===== src/rtl/tick_counter_pkg.sv =====
// Purpose: Shared constants for the 16-bit tick counter block
// Assumes: AXI4-Lite register access, 32-bit data, one word per register
// Notes: Byte addresses are four times the register index
package tick_counter_pkg;
	localparam int ADDR_W = 6;
	localparam logic [7:0] IDX_CONFIG = 8'h05;
	localparam logic [7:0] IDX_CPU_STATUS = 8'h06;
	localparam logic [7:0] IDX_IRQ = 8'h07;
	localparam logic [7:0] IDX_COUNT_LOW = 8'h0b;
	localparam logic [7:0] IDX_COUNT_HIGH = 8'h0c;
	localparam int BIT_EDGE = 6;
	localparam int BIT_SOURCE = 5;
	localparam int PS_LSB = 1;
	localparam int PS_W = 4;
	localparam int BIT_OVF_FLAG = 5;
	localparam int BIT_OVF_EN = 1;
	localparam int BIT_GLOBAL_DIS = 4;
	localparam logic [7:0] CONFIG_RESET = 8'h00;
	localparam logic [7:0] CONFIG_MASK = 8'h7e;
	localparam logic [7:0] IRQ_RESET = 8'h00;
	localparam logic [7:0] IRQ_MASK = 8'h22;
	localparam logic [7:0] CPU_STATUS_RESET = 8'h10;
	localparam logic [7:0] CPU_STATUS_MASK = 8'h10;
	localparam logic [1:0] RESP_OKAY = 2'h0;
	localparam logic [1:0] RESP_SLVERR = 2'h2;
	localparam int CLOCK_HZ = 10_000_000;
	localparam int PHASES_PER_CYCLE = 4;
	localparam int PS_STAGES = 8;
endpackage


===== src/rtl/tick_prescaler.sv =====
// Purpose: 8-bit ripple-free prescaler producing a divided level output
// Assumes: Counts one step per input edge event
// Notes: Division ratio is two to the power of the select code, capped at 256
`timescale 1ns/10ps
module tick_prescaler
(
	input wire logic aclk,
	input wire logic aresetn,
	input wire logic step,
	input wire logic clear,
	input wire logic [tick_counter_pkg::PS_W-1:0] ratio_sel,
	input wire logic raw_level,
	output logic ps_out
);
	logic [tick_counter_pkg::PS_STAGES-1:0] count_ff;
	logic [tick_counter_pkg::PS_STAGES-1:0] nxt_count;
	wire top_sel = ratio_sel[tick_counter_pkg::PS_W-1];
	wire [2:0] tap = ratio_sel[2:0];

	assign nxt_count = clear ? '0 : (step ? count_ff + 8'h01 : count_ff);

	always_ff @(posedge aclk)
	begin
		if (!aresetn)
			count_ff <= '0;
		else
			count_ff <= nxt_count;
	end

	// Ratio 1 passes the level; ratio 2^n takes count bit n-1
	always_comb
	begin
		if (top_sel)
			ps_out = count_ff[tick_counter_pkg::PS_STAGES-1];
		else if (tap == 3'h0)
			ps_out = raw_level;
		else
			ps_out = count_ff[tap - 3'h1];
	end
endmodule


===== src/rtl/tick_counter.sv =====
// Purpose: 16-bit timer/counter with 8-bit prescaler behind an AXI4-Lite slave
// Assumes: aclk is the instruction-rate clock; external pin is asynchronous
// Notes: Overview of operation is listed below
//
// Overview of operation
// External path is synchronised after the prescaler, sampled twice per cycle; here two flops sample it once per aclk.
// Counter advances three to seven oscillator periods after the external edge.
// Count is two byte registers; one byte accessed per transfer.
// Software reads both bytes, re-reads if low byte decreased.
// A byte write blocks that byte's increment in the next cycle.
// Software writes low byte then high byte with interrupts disabled.
// Any count byte write clears the prescaler.
// Prescaler is eight bits; ratio may change while running.
// Software should clear the prescaler before changing its ratio.
// Source select set counts internal clock, clear counts pin.
// Edge select set counts rising pin edges, clear falling.
// Four-bit field selects ratio 1 to 256; top bit means 256.
// Wrap from all ones sets overflow flag; enable masks; vector clears.
// High byte increments on the cycle the low byte wraps.
//
// Local design decision: the AXI4-Lite slave port.
`timescale 1ns/10ps
module tick_counter
(
	input wire logic aclk,
	input wire logic aresetn,
	input wire logic [tick_counter_pkg::ADDR_W-1:0] s_axi_awaddr,
	input wire logic s_axi_awvalid,
	output logic s_axi_awready,
	input wire logic [31:0] s_axi_wdata,
	input wire logic [3:0] s_axi_wstrb,
	input wire logic s_axi_wvalid,
	output logic s_axi_wready,
	output logic [1:0] s_axi_bresp,
	output logic s_axi_bvalid,
	input wire logic s_axi_bready,
	input wire logic [tick_counter_pkg::ADDR_W-1:0] s_axi_araddr,
	input wire logic s_axi_arvalid,
	output logic s_axi_arready,
	output logic [31:0] s_axi_rdata,
	output logic [1:0] s_axi_rresp,
	output logic s_axi_rvalid,
	input wire logic s_axi_rready,
	input wire logic external_count_pin,
	input wire logic vector_taken,
	output logic overflow_irq_ff
);
	logic [7:0] counter_config_reg_ff;
	logic [7:0] irq_status_enable_reg_ff;
	logic [7:0] cpu_status_reg_ff;
	logic [7:0] count_low_byte_ff;
	logic [7:0] count_high_byte_ff;
	logic pin_meta_ff;
	logic pin_sync_ff;
	logic ps_sample_a_ff;
	logic ps_sample_b_ff;
	logic ps_prev_ff;
	logic pin_prev_ff;
	logic low_hold_ff;
	logic high_hold_ff;
	logic awready_ff;
	logic wready_ff;
	logic [tick_counter_pkg::ADDR_W-1:0] awaddr_ff;
	logic [31:0] wdata_ff;
	logic [3:0] wstrb_ff;
	logic aw_have_ff;
	logic w_have_ff;
	logic bvalid_ff;
	logic [1:0] bresp_ff;
	logic arready_ff;
	logic rvalid_ff;
	logic [31:0] rdata_ff;
	logic [1:0] rresp_ff;
	logic ps_out;

	function automatic logic [7:0] word_index(input logic [tick_counter_pkg::ADDR_W-1:0] a);
		word_index = {4'h0, a[tick_counter_pkg::ADDR_W-1:2]};
	endfunction

	function automatic logic known_index(input logic [7:0] idx);
		known_index = (idx == tick_counter_pkg::IDX_CONFIG) ||
			(idx == tick_counter_pkg::IDX_CPU_STATUS) ||
			(idx == tick_counter_pkg::IDX_IRQ) ||
			(idx == tick_counter_pkg::IDX_COUNT_LOW) ||
			(idx == tick_counter_pkg::IDX_COUNT_HIGH);
	endfunction

	// Configuration fields
	wire src_internal = counter_config_reg_ff[tick_counter_pkg::BIT_SOURCE];
	wire edge_rising = counter_config_reg_ff[tick_counter_pkg::BIT_EDGE];
	wire [tick_counter_pkg::PS_W-1:0] ps_sel =
		counter_config_reg_ff[tick_counter_pkg::PS_LSB +: tick_counter_pkg::PS_W];

	// Pin edge detection feeds the prescaler with one step per selected edge
	wire pin_edge = edge_rising ? (pin_sync_ff & ~pin_prev_ff)
		: (~pin_sync_ff & pin_prev_ff);
	wire ps_step = src_internal ? 1'b1 : pin_edge;
	wire ps_level_in = edge_rising ? pin_sync_ff : ~pin_sync_ff;

	// Write transaction
	wire wr_fire = aw_have_ff & w_have_ff & ~bvalid_ff;
	wire [7:0] wr_idx = word_index(awaddr_ff);
	wire wr_lane0 = wr_fire & wstrb_ff[0];
	wire wr_low = wr_lane0 & (wr_idx == tick_counter_pkg::IDX_COUNT_LOW);
	wire wr_high = wr_lane0 & (wr_idx == tick_counter_pkg::IDX_COUNT_HIGH);
	wire wr_config = wr_lane0 & (wr_idx == tick_counter_pkg::IDX_CONFIG);
	wire wr_irq = wr_lane0 & (wr_idx == tick_counter_pkg::IDX_IRQ);
	wire wr_cpu = wr_lane0 & (wr_idx == tick_counter_pkg::IDX_CPU_STATUS);
	wire [7:0] wr_byte = wdata_ff[7:0];
	wire ps_clear = wr_low | wr_high;

	// Prescaler output sampled through two flops on rising aclk edges; rising edge of the sampled level counts
	wire count_tick = ps_sample_b_ff & ~ps_prev_ff;
	wire tick_int = src_internal & (ps_sel == 4'h0);
	wire do_tick = tick_int | (~tick_int & count_tick);
	wire low_inc = do_tick & ~low_hold_ff & ~wr_low;
	wire low_wrap = low_inc & (&count_low_byte_ff);
	wire high_inc = low_wrap & ~high_hold_ff & ~wr_high;
	wire full_wrap = high_inc & (&count_high_byte_ff);

	// Read mux
	wire [7:0] rd_idx = word_index(s_axi_araddr);
	wire rd_ok = known_index(rd_idx);
	wire [7:0] rd_byte =
		(rd_idx == tick_counter_pkg::IDX_CONFIG) ? counter_config_reg_ff :
		(rd_idx == tick_counter_pkg::IDX_CPU_STATUS) ? cpu_status_reg_ff :
		(rd_idx == tick_counter_pkg::IDX_IRQ) ? irq_status_enable_reg_ff :
		(rd_idx == tick_counter_pkg::IDX_COUNT_LOW) ? count_low_byte_ff :
		(rd_idx == tick_counter_pkg::IDX_COUNT_HIGH) ? count_high_byte_ff : 8'h00;

	wire ovf_flag = irq_status_enable_reg_ff[tick_counter_pkg::BIT_OVF_FLAG];
	wire ovf_en = irq_status_enable_reg_ff[tick_counter_pkg::BIT_OVF_EN];
	wire glob_dis = cpu_status_reg_ff[tick_counter_pkg::BIT_GLOBAL_DIS];
	// Set wins over software write and over vector clear
	wire nxt_flag = full_wrap | (wr_irq ? wr_byte[tick_counter_pkg::BIT_OVF_FLAG]
		: (ovf_flag & ~vector_taken));
	wire [7:0] irq_base = wr_irq ? (wr_byte & tick_counter_pkg::IRQ_MASK)
		: irq_status_enable_reg_ff;
	logic [7:0] nxt_irq;

	// Overflow flag bit replaced in the otherwise written or held value
	always_comb
	begin
		nxt_irq = irq_base;
		nxt_irq[tick_counter_pkg::BIT_OVF_FLAG] = nxt_flag;
	end

	tick_prescaler u_prescaler
	(
		.aclk(aclk),
		.aresetn(aresetn),
		.step(ps_step),
		.clear(ps_clear),
		.ratio_sel(ps_sel),
		.raw_level(src_internal ? 1'b0 : ps_level_in),
		.ps_out(ps_out)
	);

	// Pin synchroniser and prescaler output sampling
	always_ff @(posedge aclk)
	begin
		if (!aresetn)
		begin
			pin_meta_ff <= 1'b0;
			pin_sync_ff <= 1'b0;
			pin_prev_ff <= 1'b0;
			// Start high so leaving reset never reads as a rising edge
			ps_sample_a_ff <= 1'b1;
			ps_sample_b_ff <= 1'b1;
			ps_prev_ff <= 1'b1;
		end
		else
		begin
			pin_meta_ff <= external_count_pin;
			pin_sync_ff <= pin_meta_ff;
			pin_prev_ff <= pin_sync_ff;
			ps_sample_a_ff <= ps_out;
			ps_sample_b_ff <= ps_sample_a_ff;
			ps_prev_ff <= ps_sample_b_ff;
		end
	end

	// Counter bytes and write holds
	always_ff @(posedge aclk)
	begin
		if (!aresetn)
		begin
			count_low_byte_ff <= 8'h00;
			count_high_byte_ff <= 8'h00;
			low_hold_ff <= 1'b0;
			high_hold_ff <= 1'b0;
		end
		else
		begin
			low_hold_ff <= wr_low;
			high_hold_ff <= wr_high;
			if (wr_low)
				count_low_byte_ff <= wr_byte;
			else if (low_inc)
				count_low_byte_ff <= count_low_byte_ff + 8'h01;
			if (wr_high)
				count_high_byte_ff <= wr_byte;
			else if (high_inc)
				count_high_byte_ff <= count_high_byte_ff + 8'h01;
		end
	end

	// Control and status registers
	always_ff @(posedge aclk)
	begin
		if (!aresetn)
		begin
			counter_config_reg_ff <= tick_counter_pkg::CONFIG_RESET;
			irq_status_enable_reg_ff <= tick_counter_pkg::IRQ_RESET;
			cpu_status_reg_ff <= tick_counter_pkg::CPU_STATUS_RESET;
			overflow_irq_ff <= 1'b0;
		end
		else
		begin
			if (wr_config)
				counter_config_reg_ff <= wr_byte & tick_counter_pkg::CONFIG_MASK;
			if (wr_cpu)
				cpu_status_reg_ff <= wr_byte & tick_counter_pkg::CPU_STATUS_MASK;
			irq_status_enable_reg_ff <= nxt_irq;
			overflow_irq_ff <= ovf_flag & ovf_en & ~glob_dis;
		end
	end

	// AXI4-Lite write channels
	always_ff @(posedge aclk)
	begin
		if (!aresetn)
		begin
			awready_ff <= 1'b1;
			wready_ff <= 1'b1;
			aw_have_ff <= 1'b0;
			w_have_ff <= 1'b0;
			awaddr_ff <= '0;
			wdata_ff <= 32'h0000_0000;
			wstrb_ff <= 4'h0;
			bvalid_ff <= 1'b0;
			bresp_ff <= tick_counter_pkg::RESP_OKAY;
		end
		else
		begin
			if (s_axi_awvalid && awready_ff)
			begin
				awaddr_ff <= s_axi_awaddr;
				aw_have_ff <= 1'b1;
				awready_ff <= 1'b0;
			end
			if (s_axi_wvalid && wready_ff)
			begin
				wdata_ff <= s_axi_wdata;
				wstrb_ff <= s_axi_wstrb;
				w_have_ff <= 1'b1;
				wready_ff <= 1'b0;
			end
			if (wr_fire)
			begin
				bvalid_ff <= 1'b1;
				bresp_ff <= known_index(wr_idx) ? tick_counter_pkg::RESP_OKAY
					: tick_counter_pkg::RESP_SLVERR;
				aw_have_ff <= 1'b0;
				w_have_ff <= 1'b0;
			end
			if (bvalid_ff && s_axi_bready)
			begin
				bvalid_ff <= 1'b0;
				awready_ff <= 1'b1;
				wready_ff <= 1'b1;
			end
		end
	end

	// AXI4-Lite read channels
	always_ff @(posedge aclk)
	begin
		if (!aresetn)
		begin
			arready_ff <= 1'b1;
			rvalid_ff <= 1'b0;
			rdata_ff <= 32'h0000_0000;
			rresp_ff <= tick_counter_pkg::RESP_OKAY;
		end
		else if (s_axi_arvalid && arready_ff)
		begin
			arready_ff <= 1'b0;
			rvalid_ff <= 1'b1;
			rdata_ff <= {24'h000000, rd_byte};
			rresp_ff <= rd_ok ? tick_counter_pkg::RESP_OKAY : tick_counter_pkg::RESP_SLVERR;
		end
		else if (rvalid_ff && s_axi_rready)
		begin
			rvalid_ff <= 1'b0;
			arready_ff <= 1'b1;
		end
	end

	assign s_axi_awready = awready_ff;
	assign s_axi_wready = wready_ff;
	assign s_axi_bvalid = bvalid_ff;
	assign s_axi_bresp = bresp_ff;
	assign s_axi_arready = arready_ff;
	assign s_axi_rvalid = rvalid_ff;
	assign s_axi_rdata = rdata_ff;
	assign s_axi_rresp = rresp_ff;
endmodule


===== config.mk =====
export PLATFORM = sky130hd
export DESIGN_NAME = tick_counter
export DESIGN_NICKNAME = d
export VERILOG_FILES = /design/src/rtl/tick_counter_pkg.sv /design/src/rtl/tick_prescaler.sv /design/src/rtl/tick_counter.sv
export SDC_FILE = /design/constraint.sdc
export NUM_CORES = 1
export LEC_CHECK = 0
export BUFFER_PORTS_ARGS = -buffer_cell sky130_fd_sc_hd__buf_2
export CAP_MARGIN = 20
export CORE_UTILIZATION = 54
export CTS_BUF_LIST = sky130_fd_sc_hd__clkbuf_2
export CTS_CLUSTER_SIZE = 14
export DETAILED_ROUTE_END_ITERATION = 10
export PLACE_DENSITY = 0.91
export SLEW_MARGIN = 20
export SYNTH_ARGS = -nofsm -noshare
export SYNTH_HDL_FRONTEND = slang
export SYNTH_SLANG_ARGS = --single-unit
export TNS_END_PERCENT = 5

===== constraint.sdc =====
create_clock -name aclk -period 2.64 [get_ports aclk]
set_clock_uncertainty 0.05 [all_clocks]
set_input_delay 0.396 -clock aclk [delete_from_list [all_inputs] [get_ports aclk]]
set_output_delay 0.396 -clock aclk [all_outputs]
set_load 0.01 [all_outputs]

Yosys cells after proc, flatten, opt, wreduce, memory -nomap -nowiden
Index checks and enable logic that the tools add are counted.
- flip-flop bits (word level): 76
- bits of input ports: 57
- output and inout port bits: 42
- word-level logic and storage cells: 128
- add/sub/neg operators: 4
- $lt $le $gt $ge: 1
- equality and inequality tests: 10
- muxes and demuxes: 24
- bitwise gates (word level): 37
- reductions and logical operators: 23
- operators by type and width (cell ; count):
    two-way mux 8 bit ; 9
    adder 8 x 1 -> 8 bit, second input constant ; 3
    == test 4 x 3 -> 1 bit, second input constant ; 6
    AND 1 bit ; 22
    == test 4 bit, second input constant ; 4
    AND reduction 8 bit ; 2
    two-way mux 1 bit ; 12
    inverter 1 bit ; 12
    logical OR 1 bit ; 8
    nonzero test 2 bit ; 3
    OR reduction 2 bit ; 3
    logical AND 1 bit ; 5
    zero test 4 bit ; 1
    less-than comparator 3 x 4 -> 1 bit, second input constant ; 1
    two-way mux 2 bit ; 2
    binary-select mux 1 bit (select 3 bit) ; 1
    zero test 3 bit ; 1
    bitwise OR 1 bit ; 3
    subtractor 3 x 1 -> 3 bit, second input constant ; 1

Logic depth before layout (Yosys ltp)
Gate-level depths: netlist of run 1.
- depth in word-level cells: 12
- depth in mapped cells: 8
- mapped depth without buffers: 7

Cells and area by module
A second synthesis of run 1 with hierarchy kept.
- cell total of the unflattened synthesis: 434
- area total of the unflattened synthesis: 3728.6 sq um
- modules (own cells, without submodules) (module ; times used ; cells each ; area each (sq um) ; sequential area each (sq um)):
    tick_counter ; 1 ; 384 ; 3255.6 ; 1281.2
    tick_prescaler ; 1 ; 50 ; 473.0 ; 160.2

Worst setup path before layout of run 1
OpenSTA, ideal clock, no wires.
- path type: register -> register
- start: register counter_config_reg_ff[1]
- end: register count_high_byte_ff[5]
- library setup time: 0.074 ns
- arrival: 1.791 ns
- data required time: 2.516 ns
- path slack: 0.724 ns
- cell stages (with the launch flop): 9
- path buffers: 1
- clock period less this slack: 1.916 ns
- cells stage by stage: dfxtp_1 inv_1 ha_1 nand4bb_2 a21oi_4 nand3_2 buf_6 or4_1 a31oi_1
- longest elaborated chain between the ends: 11
- RTL lines (element ; RTL line ; source):
    start, declared ; tick_counter.sv:48 ; logic [7:0] counter_config_reg_ff;
    start signal, assigned ; tick_counter.sv:213 ; counter_config_reg_ff <= tick_counter_pkg::CONFIG_RESET;
    start signal, assigned ; tick_counter.sv:221 ; counter_config_reg_ff <= wr_byte & tick_counter_pkg::CONFIG_MASK;
    zero test 4 bit (*) ; tick_counter.sv:114 ; wire tick_int = src_internal & (ps_sel == 4'h0);
    AND 1 bit (*) ; tick_counter.sv:114 ;
    inverter 1 bit ; tick_counter.sv:115 ; wire do_tick = tick_int | (~tick_int & count_tick);
    AND 1 bit ; tick_counter.sv:115 ;
    bitwise OR 1 bit (*) ; tick_counter.sv:115 ;
    AND 1 bit (*) (2 in series) ; tick_counter.sv:116 ; wire low_inc = do_tick & ~low_hold_ff & ~wr_low;
    AND 1 bit (*) ; tick_counter.sv:117 ; wire low_wrap = low_inc & (&count_low_byte_ff);
    AND 1 bit (*) (2 in series) ; tick_counter.sv:118 ; wire high_inc = low_wrap & ~high_hold_ff & ~wr_high;
    nonzero test 2 bit (no source line) (*) ; -- ;
    end signal, assigned ; tick_counter.sv:202 ; count_high_byte_ff <= wr_byte;
    end signal, assigned ; tick_counter.sv:204 ; count_high_byte_ff <= count_high_byte_ff + 8'h01;
    end, declared ; tick_counter.sv:52 ; logic [7:0] count_high_byte_ff;
Mark *: on every way between the ends. The rest lies on a longest branch, timed or not.
A chain may end at the register's enable or synchronous reset.

Final worst setup path of run 1
- start: register counter_config_reg_ff[1]
- end: register count_high_byte_ff[6]
The elaborated chain is that of the path after synthesis.

==> flow_metrics.env, run 1 <==
export IMPL_floorplan_initialDensity=0.565
export IMPL_wire_per_inst_um=14.2
export IMPL_synth_distinct_cells=56
export IMPL_min_to="awaddr_ff[3]"
export IMPL_synth_edf_count=0
export IMPL_coreArea_um2=6390
export IMPL_drc=0
export IMPL_cts_made_buffers=9
export IMPL_grt_pass1_vias=2756
export IMPL_synth_top_area_share=0.399
export IMPL_crit_arrival_ns=2.68
export IMPL_cp_num_buf_inv=1
export IMPL_synth_xor_area_share=0.0412
export IMPL_yosysMostFrequentCell="dfxtp_1"
export IMPL_syn_area_um2=3610
export IMPL_die_w_um=83.8
export IMPL_relSlewSlack=0.549
export IMPL_fin_crit_ns=2.29
export IMPL_maxCapViolations=0
export IMPL_antenna_found_initial=0
export IMPL_cts_resized_gates=0
export IMPL_hold_start="s_axi_awaddr[3]"
export IMPL_power_frac_clock=0.309
export IMPL_cp_end_kind="register"
export IMPL_start_kind="register"
export IMPL_clock_sinks=72
export IMPL_leakage_nw=1.53
export IMPL_rrSetupSlack_ns=0.35
export IMPL_synth_fa_ha_area_frac=0.0173
export IMPL_r2r_cells=7
export IMPL_grt_setup_unrepaired="false"
export IMPL_io_buffer_count=41
export IMPL_grt_use_total=0.224
export IMPL_dp_hpwl_um=5460
export IMPL_p_sw_mw=0.523
export IMPL_grt_pass1_wl_um=12500
export IMPL_io_pins=99
export IMPL_postSynthAreaPerCell_um2=8.60
export IMPL_cp_top_family="simple AND/OR/NAND/NOR gates"
export IMPL_critPathKind="register to register"
export IMPL_slowest_stage="or4_1"
export IMPL_min_period_over_period=0.866
export IMPL_gp_congestion=0.875
export IMPL_crit_required_ns=3.03
export IMPL_regToRegStartpoint="counter_config_reg_ff[1]"
export IMPL_slowest_delay_ns=0.52
export IMPL_grt_overflow=0
export IMPL_crit_chain="inv_1 > ha_1 > nand4bb_2 > a21oi_4 > nand3_2 > or4_1 > a31oi_1"
export IMPL_clock_root_buffer="clkbuf_2"
export IMPL_finalHoldViolCount=0
export IMPL_placed_cell_area_um2=3760
export IMPL_peakVddDrop_uv=436
export IMPL_crit_fanout=11
export IMPL_max_freq_mhz=437
export IMPL_min_path_type="input pin to register"
export IMPL_switching_share=0.272
export IMPL_postCtsSetupRepairBufs=0
export IMPL_pwr_share_seq=0.602
export IMPL_drive_gt1_frac=0.165
export IMPL_die_area_um2=7020
export IMPL_power_frac_comb=0.089
export IMPL_finalWirelength_um=7610
export IMPL_design_area_um2=3880
export IMPL_p_int_mw=1.40
export IMPL_fin_nets=519
export IMPL_dr_total_vias=3127
export IMPL_outcome="finished clean"
export IMPL_fin_tns_setup_ns=0
export IMPL_synth_cells=420
export IMPL_final_util=0.608
export IMPL_ys_warnings_count=0
export IMPL_routed_via_density=5.81
export IMPL_cts_reportedPaths_clkPinSlew_ns=0.21
export IMPL_synth_simple_gate_area_frac=0.227
export IMPL_seq_area_frac_synth=0.399
export IMPL_min_delay_path_depth=3
export IMPL_drtIter0Drc=294
export IMPL_yosysTopAreaCell="dfxtp_1"
export IMPL_ys_seq_elements=72
export IMPL_synth_top_family_by_area="simple AND/OR/NAND/NOR gates"
export IMPL_setup_viol=0
export IMPL_maxSlewViolCount=0
export IMPL_rows=29
export IMPL_yosys_top_cells_count="72 x dfxtp_1, 47 x nand2_1, 40 x a21oi_1"
export IMPL_cts_hold_buf=1
export IMPL_preCtsSetupSlack_ns=0.422
export IMPL_die_h_um=83.8
export IMPL_critPathLaunch="counter_config_reg_ff[1]"
export IMPL_hold_ws_ns=0.0469
export IMPL_drt_pass1_iterations=5
export IMPL_muxShareOfSynthArea=0.0644
export IMPL_worstSkewPairLatency_ns=0.52
export IMPL_insertedDiodeCount=0
export IMPL_area_growth_pct=7.45
export IMPL_synthArstFlopShare=0
export IMPL_htree_levels=3
export IMPL_layout_setup_ws_ns=0.354
export IMPL_cts_tree="built"
export IMPL_synth_compound_area_frac=0.163
export IMPL_r2r_end="count_high_byte_ff[6]"
export IMPL_final_antenna_net_count=0
export IMPL_powerDensity_nw_per_um2=494
export IMPL_clockBufferDepth=2
export IMPL_max_slew_worst_pin_slew_ns=0.674
export IMPL_synthFlopType="dfxtp_1"
export IMPL_synthTopCellsByArea="dfxtp_1 40%, a21oi_1 5.5%, buf_4 5.4%"
export IMPL_grt_max_degree=35
cell usage in the layout (no fill, tap or decap), types with 3 or more instances in the layout:
master | synthesis | layout
dfxtp_1 | 72 | 72
o21ai_0 | 20 | 20
inv_1 | 9 | 9
and2_1 | 8 | 8
clkbuf_2 | 0 | 9
conb_1 | 1 | 26
buf_2 | 2 | 41
nand2_1 | 47 | 47
nor2_1 | 33 | 33
or3_1 | 3 | 3
o31ai_1 | 4 | 4
xnor2_1 | 5 | 5
mux4_2 | 4 | 4
xor2_1 | 12 | 12
nand3_1 | 17 | 17
nor3b_1 | 4 | 4
a221oi_1 | 5 | 5
nand2b_1 | 7 | 7
o21ai_1 | 7 | 7
a21oi_1 | 40 | 40
ha_1 | 5 | 5
buf_4 | 26 | 5
a22o_1 | 5 | 5
mux2i_1 | 12 | 12
a31oi_1 | 4 | 4
or4_1 | 3 | 3
nand4_1 | 10 | 10
nor2b_1 | 3 | 3
how the worst max path moves through the flow:
| stage | depth (start not counted) | end |
|---|---|---|
| floorplan | 8 | count_high_byte_ff[5] |
| global placement | 7 | count_high_byte_ff[6] |
| detailed placement | 7 | count_high_byte_ff[6] |
| CTS | 7 | count_high_byte_ff[6] |
| global route | 7 | count_high_byte_ff[6] |
| finish | 7 | count_high_byte_ff[6] |
registers in the layout, summed over array words and instances (netlist names), 2 cells and up:
name                      count
count_low_byte_ff             8
s_axi_rdata                   8
u_prescaler.count_ff          8
irq_status_enable_reg_ff      2
count_high_byte_ff            8
awaddr_ff                     4
wdata_ff                      8
counter_config_reg_ff         6
power by group through the flow:
stage / clock network (mW) / logic (mW) / registers [mW]
final: 0.593 / 0.171 / 1.15
after global routing: 0.650 / 0.193 / 1.16
after CTS: 0.602 / 0.170 / 1.15
after detailed placement: 0 / 0.168 / 1.18
after global placement: 0 / 0.163 / 1.17
after floorplan: 0 / 0.139 / 1.17
final cells by class:
type	instances	area [um^2]
Fill cell	553	2510
Timing Repair Buffer	47	253
Clock inverter	6	61.3
Multi-Input combinational cell	318	1950
Tap cell	77	96.3
Inverter	9	33.8
Sequential cell	72	1440
Clock buffer	9	45.0
logic make-up (layout without fill, tap and decap cells):
| family | Yosys count | count (layout) |
|---|---|---|
| DFF | 72 | 72 |
| muxes | 18 | 18 |
| other | 1 | 26 |
| and+or+nand+nor | 154 | 154 |
| AOI/OAI and AO/OA | 98 | 98 |
| adders and majority gates | 5 | 5 |
| buffers and inverters | 55 | 71 |
| xor gates and xnor gates | 17 | 17 |
stage by stage:
| step | instances | total power [mW] |
|---|---|---|
| floorplan | 445 | 1.31 |
| global placement | 522 | 1.34 |
| detailed placement | 522 | 1.34 |
| CTS | 538 | 1.93 |
| global route | 538 | 2.00 |
| finish | 538 | 1.92 |
metal layers:
| metal | up-vias | GRT usage | share of wire |
|---|---|---|---|
| li1 | 1520 | - | - |
| met1 | 1461 | 0.282 | 0.44 |
| met2 | 139 | 0.373 | 0.46 |
| met3 | 7 | 0.0682 | 0.081 |
| met4 | 0 | 0.0601 | 0.012 |
| met5 | - | 0 | 0 |
worst min-delay path, stage by stage:
cell     delay (ns)
buf_2          0.10
nand3_1        0.06
a21oi_1        0.05
No activity file was read; power rests on OpenSTA's default activity.
==> inputs of run 2 (changes only) <==
Settings changed: PLACE_DENSITY 0.91 to 0.82.
==> run 2 against run 1 <==
Net effect: worst setup slack lost 0.0046 ns; die area unchanged; first-iteration DRC count down 19%; non-clock buffer count unchanged; sequential share of layout area rose by 0.45 points; clock power is 23% lower; critical path type unchanged; largest cell class unchanged.
==> flow_metrics.env, run 2 (synthesis gave the netlist of run 1 again) <==
export IMPL_cp_end_kind="register"
export IMPL_die_w_um=83.8
export IMPL_final_cell_mix="72 x dfxtp_1, 47 x nand2_1, 41 x buf_2, 40 x a21oi_1, 33 x nor2_1"
export IMPL_area_growth_pct=6.17
export IMPL_postCtsSetupRepairBufs=0
export IMPL_rows=29
export IMPL_r2r_cells=7
export IMPL_fin_tns_setup_ns=0
export IMPL_floorplan_initialDensity=0.565
export IMPL_layout_setup_ws_ns=0.349
export IMPL_crit_end="count_high_byte_ff[6]"
export IMPL_htree_levels=3
export IMPL_grt_max_degree=35
export IMPL_cts_reportedPaths_clkPinSlew_ns=0.18
export IMPL_io_pins=99
export IMPL_drt_pass1_iterations=4
export IMPL_peakVddDrop_uv=330
export IMPL_final_antenna_net_count=0
export IMPL_grt_setup_unrepaired="false"
export IMPL_dr_total_vias=3062
export IMPL_grt_pass1_vias=2814
export IMPL_finalHoldViolCount=0
export IMPL_design_area_um2=3830
export IMPL_maxCapViolations=0
export IMPL_dp_hpwl_um=5620
export IMPL_outcome="finished clean"
export IMPL_min_path_type="input pin to register"
export IMPL_die_h_um=83.8
export IMPL_cts_tree="built"
export IMPL_drive_gt1_frac=0.161
export IMPL_clockBufferDepth=2
export IMPL_crit_fanout=11
export IMPL_coreArea_um2=6390
export IMPL_drc=0
export IMPL_layout_commonest_cell="dfxtp_1"
export IMPL_critPathKind="register to register"
export IMPL_drtIter0Drc=237
export IMPL_crit_chain="inv_1 > ha_1 > nand4bb_2 > a21oi_4 > nand3_2 > or4_1 > a31oi_1"
export IMPL_cts_made_buffers=9
export IMPL_powerDensity_nw_per_um2=464
export IMPL_slowest_stage="or4_1"
export IMPL_clock_sinks=72
export IMPL_grt_pass1_wl_um=12900
export IMPL_cts_hold_buf=0
export IMPL_preCtsSetupSlack_ns=0.381
export IMPL_slowest_delay_ns=0.54
export IMPL_setup_viol=0
export IMPL_max_slew_worst_pin_slew_ns=0.635
export IMPL_clock_root_buffer="clkbuf_2"
export IMPL_maxSlewViolCount=0
export IMPL_grt_use_total=0.227
export IMPL_antenna_found_initial=0
export IMPL_placed_cell_area_um2=3770
export IMPL_worstSkewPairLatency_ns=0.50
export IMPL_gp_congestion=0.866
export IMPL_nFillCells=572
export IMPL_fin_nets=519
export IMPL_routed_via_density=5.71
export IMPL_fin_crit_ns=2.29
export IMPL_rrSetupSlack_ns=0.35
export IMPL_leakage_nw=1.52
export IMPL_die_area_um2=7020
export IMPL_r2r_end="count_high_byte_ff[6]"
export IMPL_multi_input_area_um2=1950
export IMPL_crit_arrival_ns=2.68
export IMPL_min_delay_path_depth=2
export IMPL_critPathLaunch="counter_config_reg_ff[1]"
export IMPL_seq_area_um2=1440
export IMPL_wire_per_inst_um=14.3
export IMPL_finalWirelength_um=7640
export IMPL_cts_resized_gates=0
export IMPL_crit_required_ns=3.03
export IMPL_regToRegStartpoint="counter_config_reg_ff[1]"
export IMPL_final_util=0.600
export IMPL_min_period_over_period=0.868
export IMPL_grt_overflow=0
export IMPL_max_freq_mhz=436
export IMPL_io_buffer_count=41
export IMPL_start_kind="register"
export IMPL_insertedDiodeCount=0
export IMPL_relSlewSlack=0.575
[run 2: changes by cell type in the layout (fill, tap and decap cells not counted)]
cell	change
clkinv_4	-2
buf_4	+1
bufinv_16	-1
clkbuf_2	+1
clkinv_1	+1
clkinv_2	-1
dlygate4sd3_1	-1
[run 2: per-layer routing]
metal  wire, um  global-route usage
met5          0                   0
met1       3540               0.295
met4        114              0.0924
met3        450              0.0455
met2       3530               0.367
[run 2: how the worst min path moves through the flow]
| stage | from | end | slack, ns |
|---|---|---|---|
| finish | s_axi_wvalid | s_axi_wready | 0.04 |
| global route | s_axi_wvalid | s_axi_wready | 0.02 |
| CTS | s_axi_wvalid | s_axi_wready | 0.02 |
| detailed placement | ps_sample_a_ff | ps_sample_b_ff | 0.34 |
| global placement | ps_sample_a_ff | ps_sample_b_ff | 0.34 |
| floorplan | ps_sample_a_ff | ps_sample_b_ff | 0.34 |
[run 2: worst max-delay path: cells and delay by family (launching register included)]
kind	cells	cell delay, ns
AND/OR/NAND/NOR	3	0.96
AO/OA/AOI/OAI	2	0.45
flip-flops	1	0.37
adder cells (fa/ha/maj)	1	0.24
buffers and inverters	1	0.16
[run 2: per-stage QoR]
stage	hold slack, ns	instances	power [mW]
6_report	0.0407	536	1.78
5_1_grt	0.0207	536	1.86
4_1_cts	0.0213	536	1.78
3_5_place_dp	0.343	523	1.35
3_3_place_gp	0.340	523	1.34
2_1_floorplan	0.336	445	1.31
[run 2: layout make-up]
class                   count  area share
well taps                  77      0.0251
repair buffers             47      0.0653
inverters                   9     0.00881
multi-input cells         318       0.508
flip-flops and latches     72       0.376
clock buffers              10      0.0131
clock inverters             3     0.00326
[run 2: where the power goes]
group,switching (mW),internal [mW]
clock network,0.348,0.106
registers,0.0344,1.12
logic,0.107,0.0649
total,0.489,1.29
==> inputs of run 3 (changes only) <==
Settings changed: CORE_UTILIZATION 54 to 50, PLACE_DENSITY 0.82 to 0.77.
==> run 3 against run 2 <==
Net effect: sequential share of layout area is 1.2 points lower; global-route usage shrank 1.2 points; count of clock-buffer cells in the layout fell by 1; flip-flop and latch count unchanged; sequential power about the same; clock power increased by 51%; die area is 7.8% higher; register-to-register slack improved by 0.02 ns; utilization is 2.3 points lower.
==> flow_metrics.env, run 3 (synthesis gave the netlist of run 1 again) <==
export IMPL_pwr_share_seq=0.573
export IMPL_p_sw_mw=0.520
export IMPL_switching_share=0.258
export IMPL_relSlewSlack=0.561
export IMPL_grt_overflow=0
export IMPL_fin_nets=523
export IMPL_grt_pass1_vias=2774
export IMPL_final_antenna_net_count=0
export IMPL_start_kind="register"
export IMPL_worstSkewPairLatency_ns=0.52
export IMPL_coreArea_um2=6870
export IMPL_peakVddDrop_uv=284
export IMPL_drtIter0Drc=182
export IMPL_crit_required_ns=3.04
export IMPL_crit_arrival_ns=2.67
export IMPL_die_area_um2=7570
export IMPL_finalHoldViolCount=0
export IMPL_cts_reportedPaths_clkPinSlew_ns=0.19
export IMPL_cts_tree="built"
export IMPL_finalWirelength_um=7560
export IMPL_io_buffer_count=41
export IMPL_maxSlewViolCount=0
export IMPL_dp_hpwl_um=5510
export IMPL_cp_end_kind="register"
export IMPL_dp_cells=542
export IMPL_htree_levels=3
export IMPL_die_w_um=87.0
export IMPL_gp_congestion=0.876
export IMPL_grt_pass1_wl_um=12600
export IMPL_postCtsSetupRepairBufs=0
export IMPL_final_util=0.577
export IMPL_wire_per_inst_um=13.5
export IMPL_drive_gt1_frac=0.168
export IMPL_clockBufferDepth=2
export IMPL_fin_crit_ns=2.27
export IMPL_power_frac_clock=0.340
export IMPL_routed_via_density=5.43
export IMPL_area_growth_pct=9.81
export IMPL_layout_commonest_cell="dfxtp_1"
export IMPL_leakage_nw=1.56
export IMPL_die_h_um=87.0
export IMPL_grt_setup_unrepaired="false"
export IMPL_fin_tns_setup_ns=0
export IMPL_crit_fanout=11
export IMPL_drt_pass1_iterations=4
export IMPL_powerDensity_nw_per_um2=508
export IMPL_drc=0
export IMPL_min_path_type="input pin to register"
export IMPL_grt_use_total=0.215
export IMPL_clock_sinks=72
export IMPL_antenna_found_initial=0
export IMPL_max_freq_mhz=441
export IMPL_max_slew_worst_pin_slew_ns=0.656
export IMPL_min_period_over_period=0.859
export IMPL_layout_cells_non_filler=561
export IMPL_floorplan_initialDensity=0.526
export IMPL_clock_root_buffer="clkbuf_2"
export IMPL_rows=30
export IMPL_io_pins=99
export IMPL_dr_total_vias=3044
export IMPL_p_int_mw=1.49
export IMPL_p_total_mw=2.01
export IMPL_power_frac_comb=0.087
export IMPL_grt_max_degree=35
export IMPL_insertedDiodeCount=0
export IMPL_cts_made_buffers=9
export IMPL_setup_viol=0
export IMPL_critPathKind="register to register"
export IMPL_final_cell_mix="72 x dfxtp_1, 47 x nand2_1, 41 x buf_2, 40 x a21oi_1, 33 x nor2_1"
export IMPL_outcome="finished clean"
export IMPL_maxCapViolations=0
## run 3: cell types whose count changed in the layout (fill, tap and decap cells not counted)
cell           delta
clkinv_1          -2
bufinv_16         +2
clkinv_2          +1
dlygate4sd3_1     +4
clkinvlp_4        +2
clkbuf_2          -1
## run 3: final cells by class
cell class / count / area [um^2]
fillers: 639 / 2900
multi-input cells: 318 / 1950
flip-flops and latches: 72 / 1440
repair buffers: 51 / 290
well taps: 96 / 120
clock inverters: 6 / 85.1
clock buffers: 9 / 45.0
inverters: 9 / 33.8
## run 3: final timing paths
check | from | endpoint | slack (ns) | depth (start not counted)
worst max register to register | counter_config_reg_ff[1] | count_high_byte_ff[6] | 0.37 | 7
worst min-delay path | s_axi_wstrb[0] | wstrb_ff[0] | 0.04 | 3
worst min register to register | ps_sample_a_ff | ps_sample_b_ff | 0.40 | 1
worst max-delay path | counter_config_reg_ff[1] | count_high_byte_ff[6] | 0.37 | 7
## run 3: layer usage
metal	share of wire	global-route usage	vias to the layer above
li1	-	-	1520
met1	0.47	0.275	1400
met2	0.45	0.341	108
met3	0.058	0.0664	16
met4	0.020	0.0758	0
met5	0	0	-
## run 3: per-stage QoR
stage / setup WS, ns / cell area [um^2] / hold slack [ns]
global route: 0.255 / 3970 / 0.00254
global placement: 0.482 / 3790 / 0.339
detailed placement: 0.394 / 3790 / 0.353
finish: 0.372 / 3970 / 0.0413
floorplan: 0.724 / 3700 / 0.336
CTS: 0.365 / 3940 / 0.000959
## run 3: what timing repair did
action                    4_1_cts  5_1_grt
resized for setup               0        0
hold endpoints to repair        1        3
hold buffers                    1        3
## run 3: power by group through the flow
stage          logic, mW  registers (mW)  clock network, mW
6_report           0.176            1.15              0.685
5_1_grt            0.200            1.16              0.751
4_1_cts            0.172            1.15              0.702
3_5_place_dp       0.170            1.18                  0
3_3_place_gp       0.166            1.17                  0
2_1_floorplan      0.139            1.17                  0
## run 3: worst max-delay path, stage by stage, from the launching register on
cell and delay [ns]:
dfxtp_1 0.37, inv_1 0.15, ha_1 0.25, nand4bb_2 0.18, a21oi_4 0.29, nand3_2 0.25, or4_1 0.52, a31oi_1 0.16
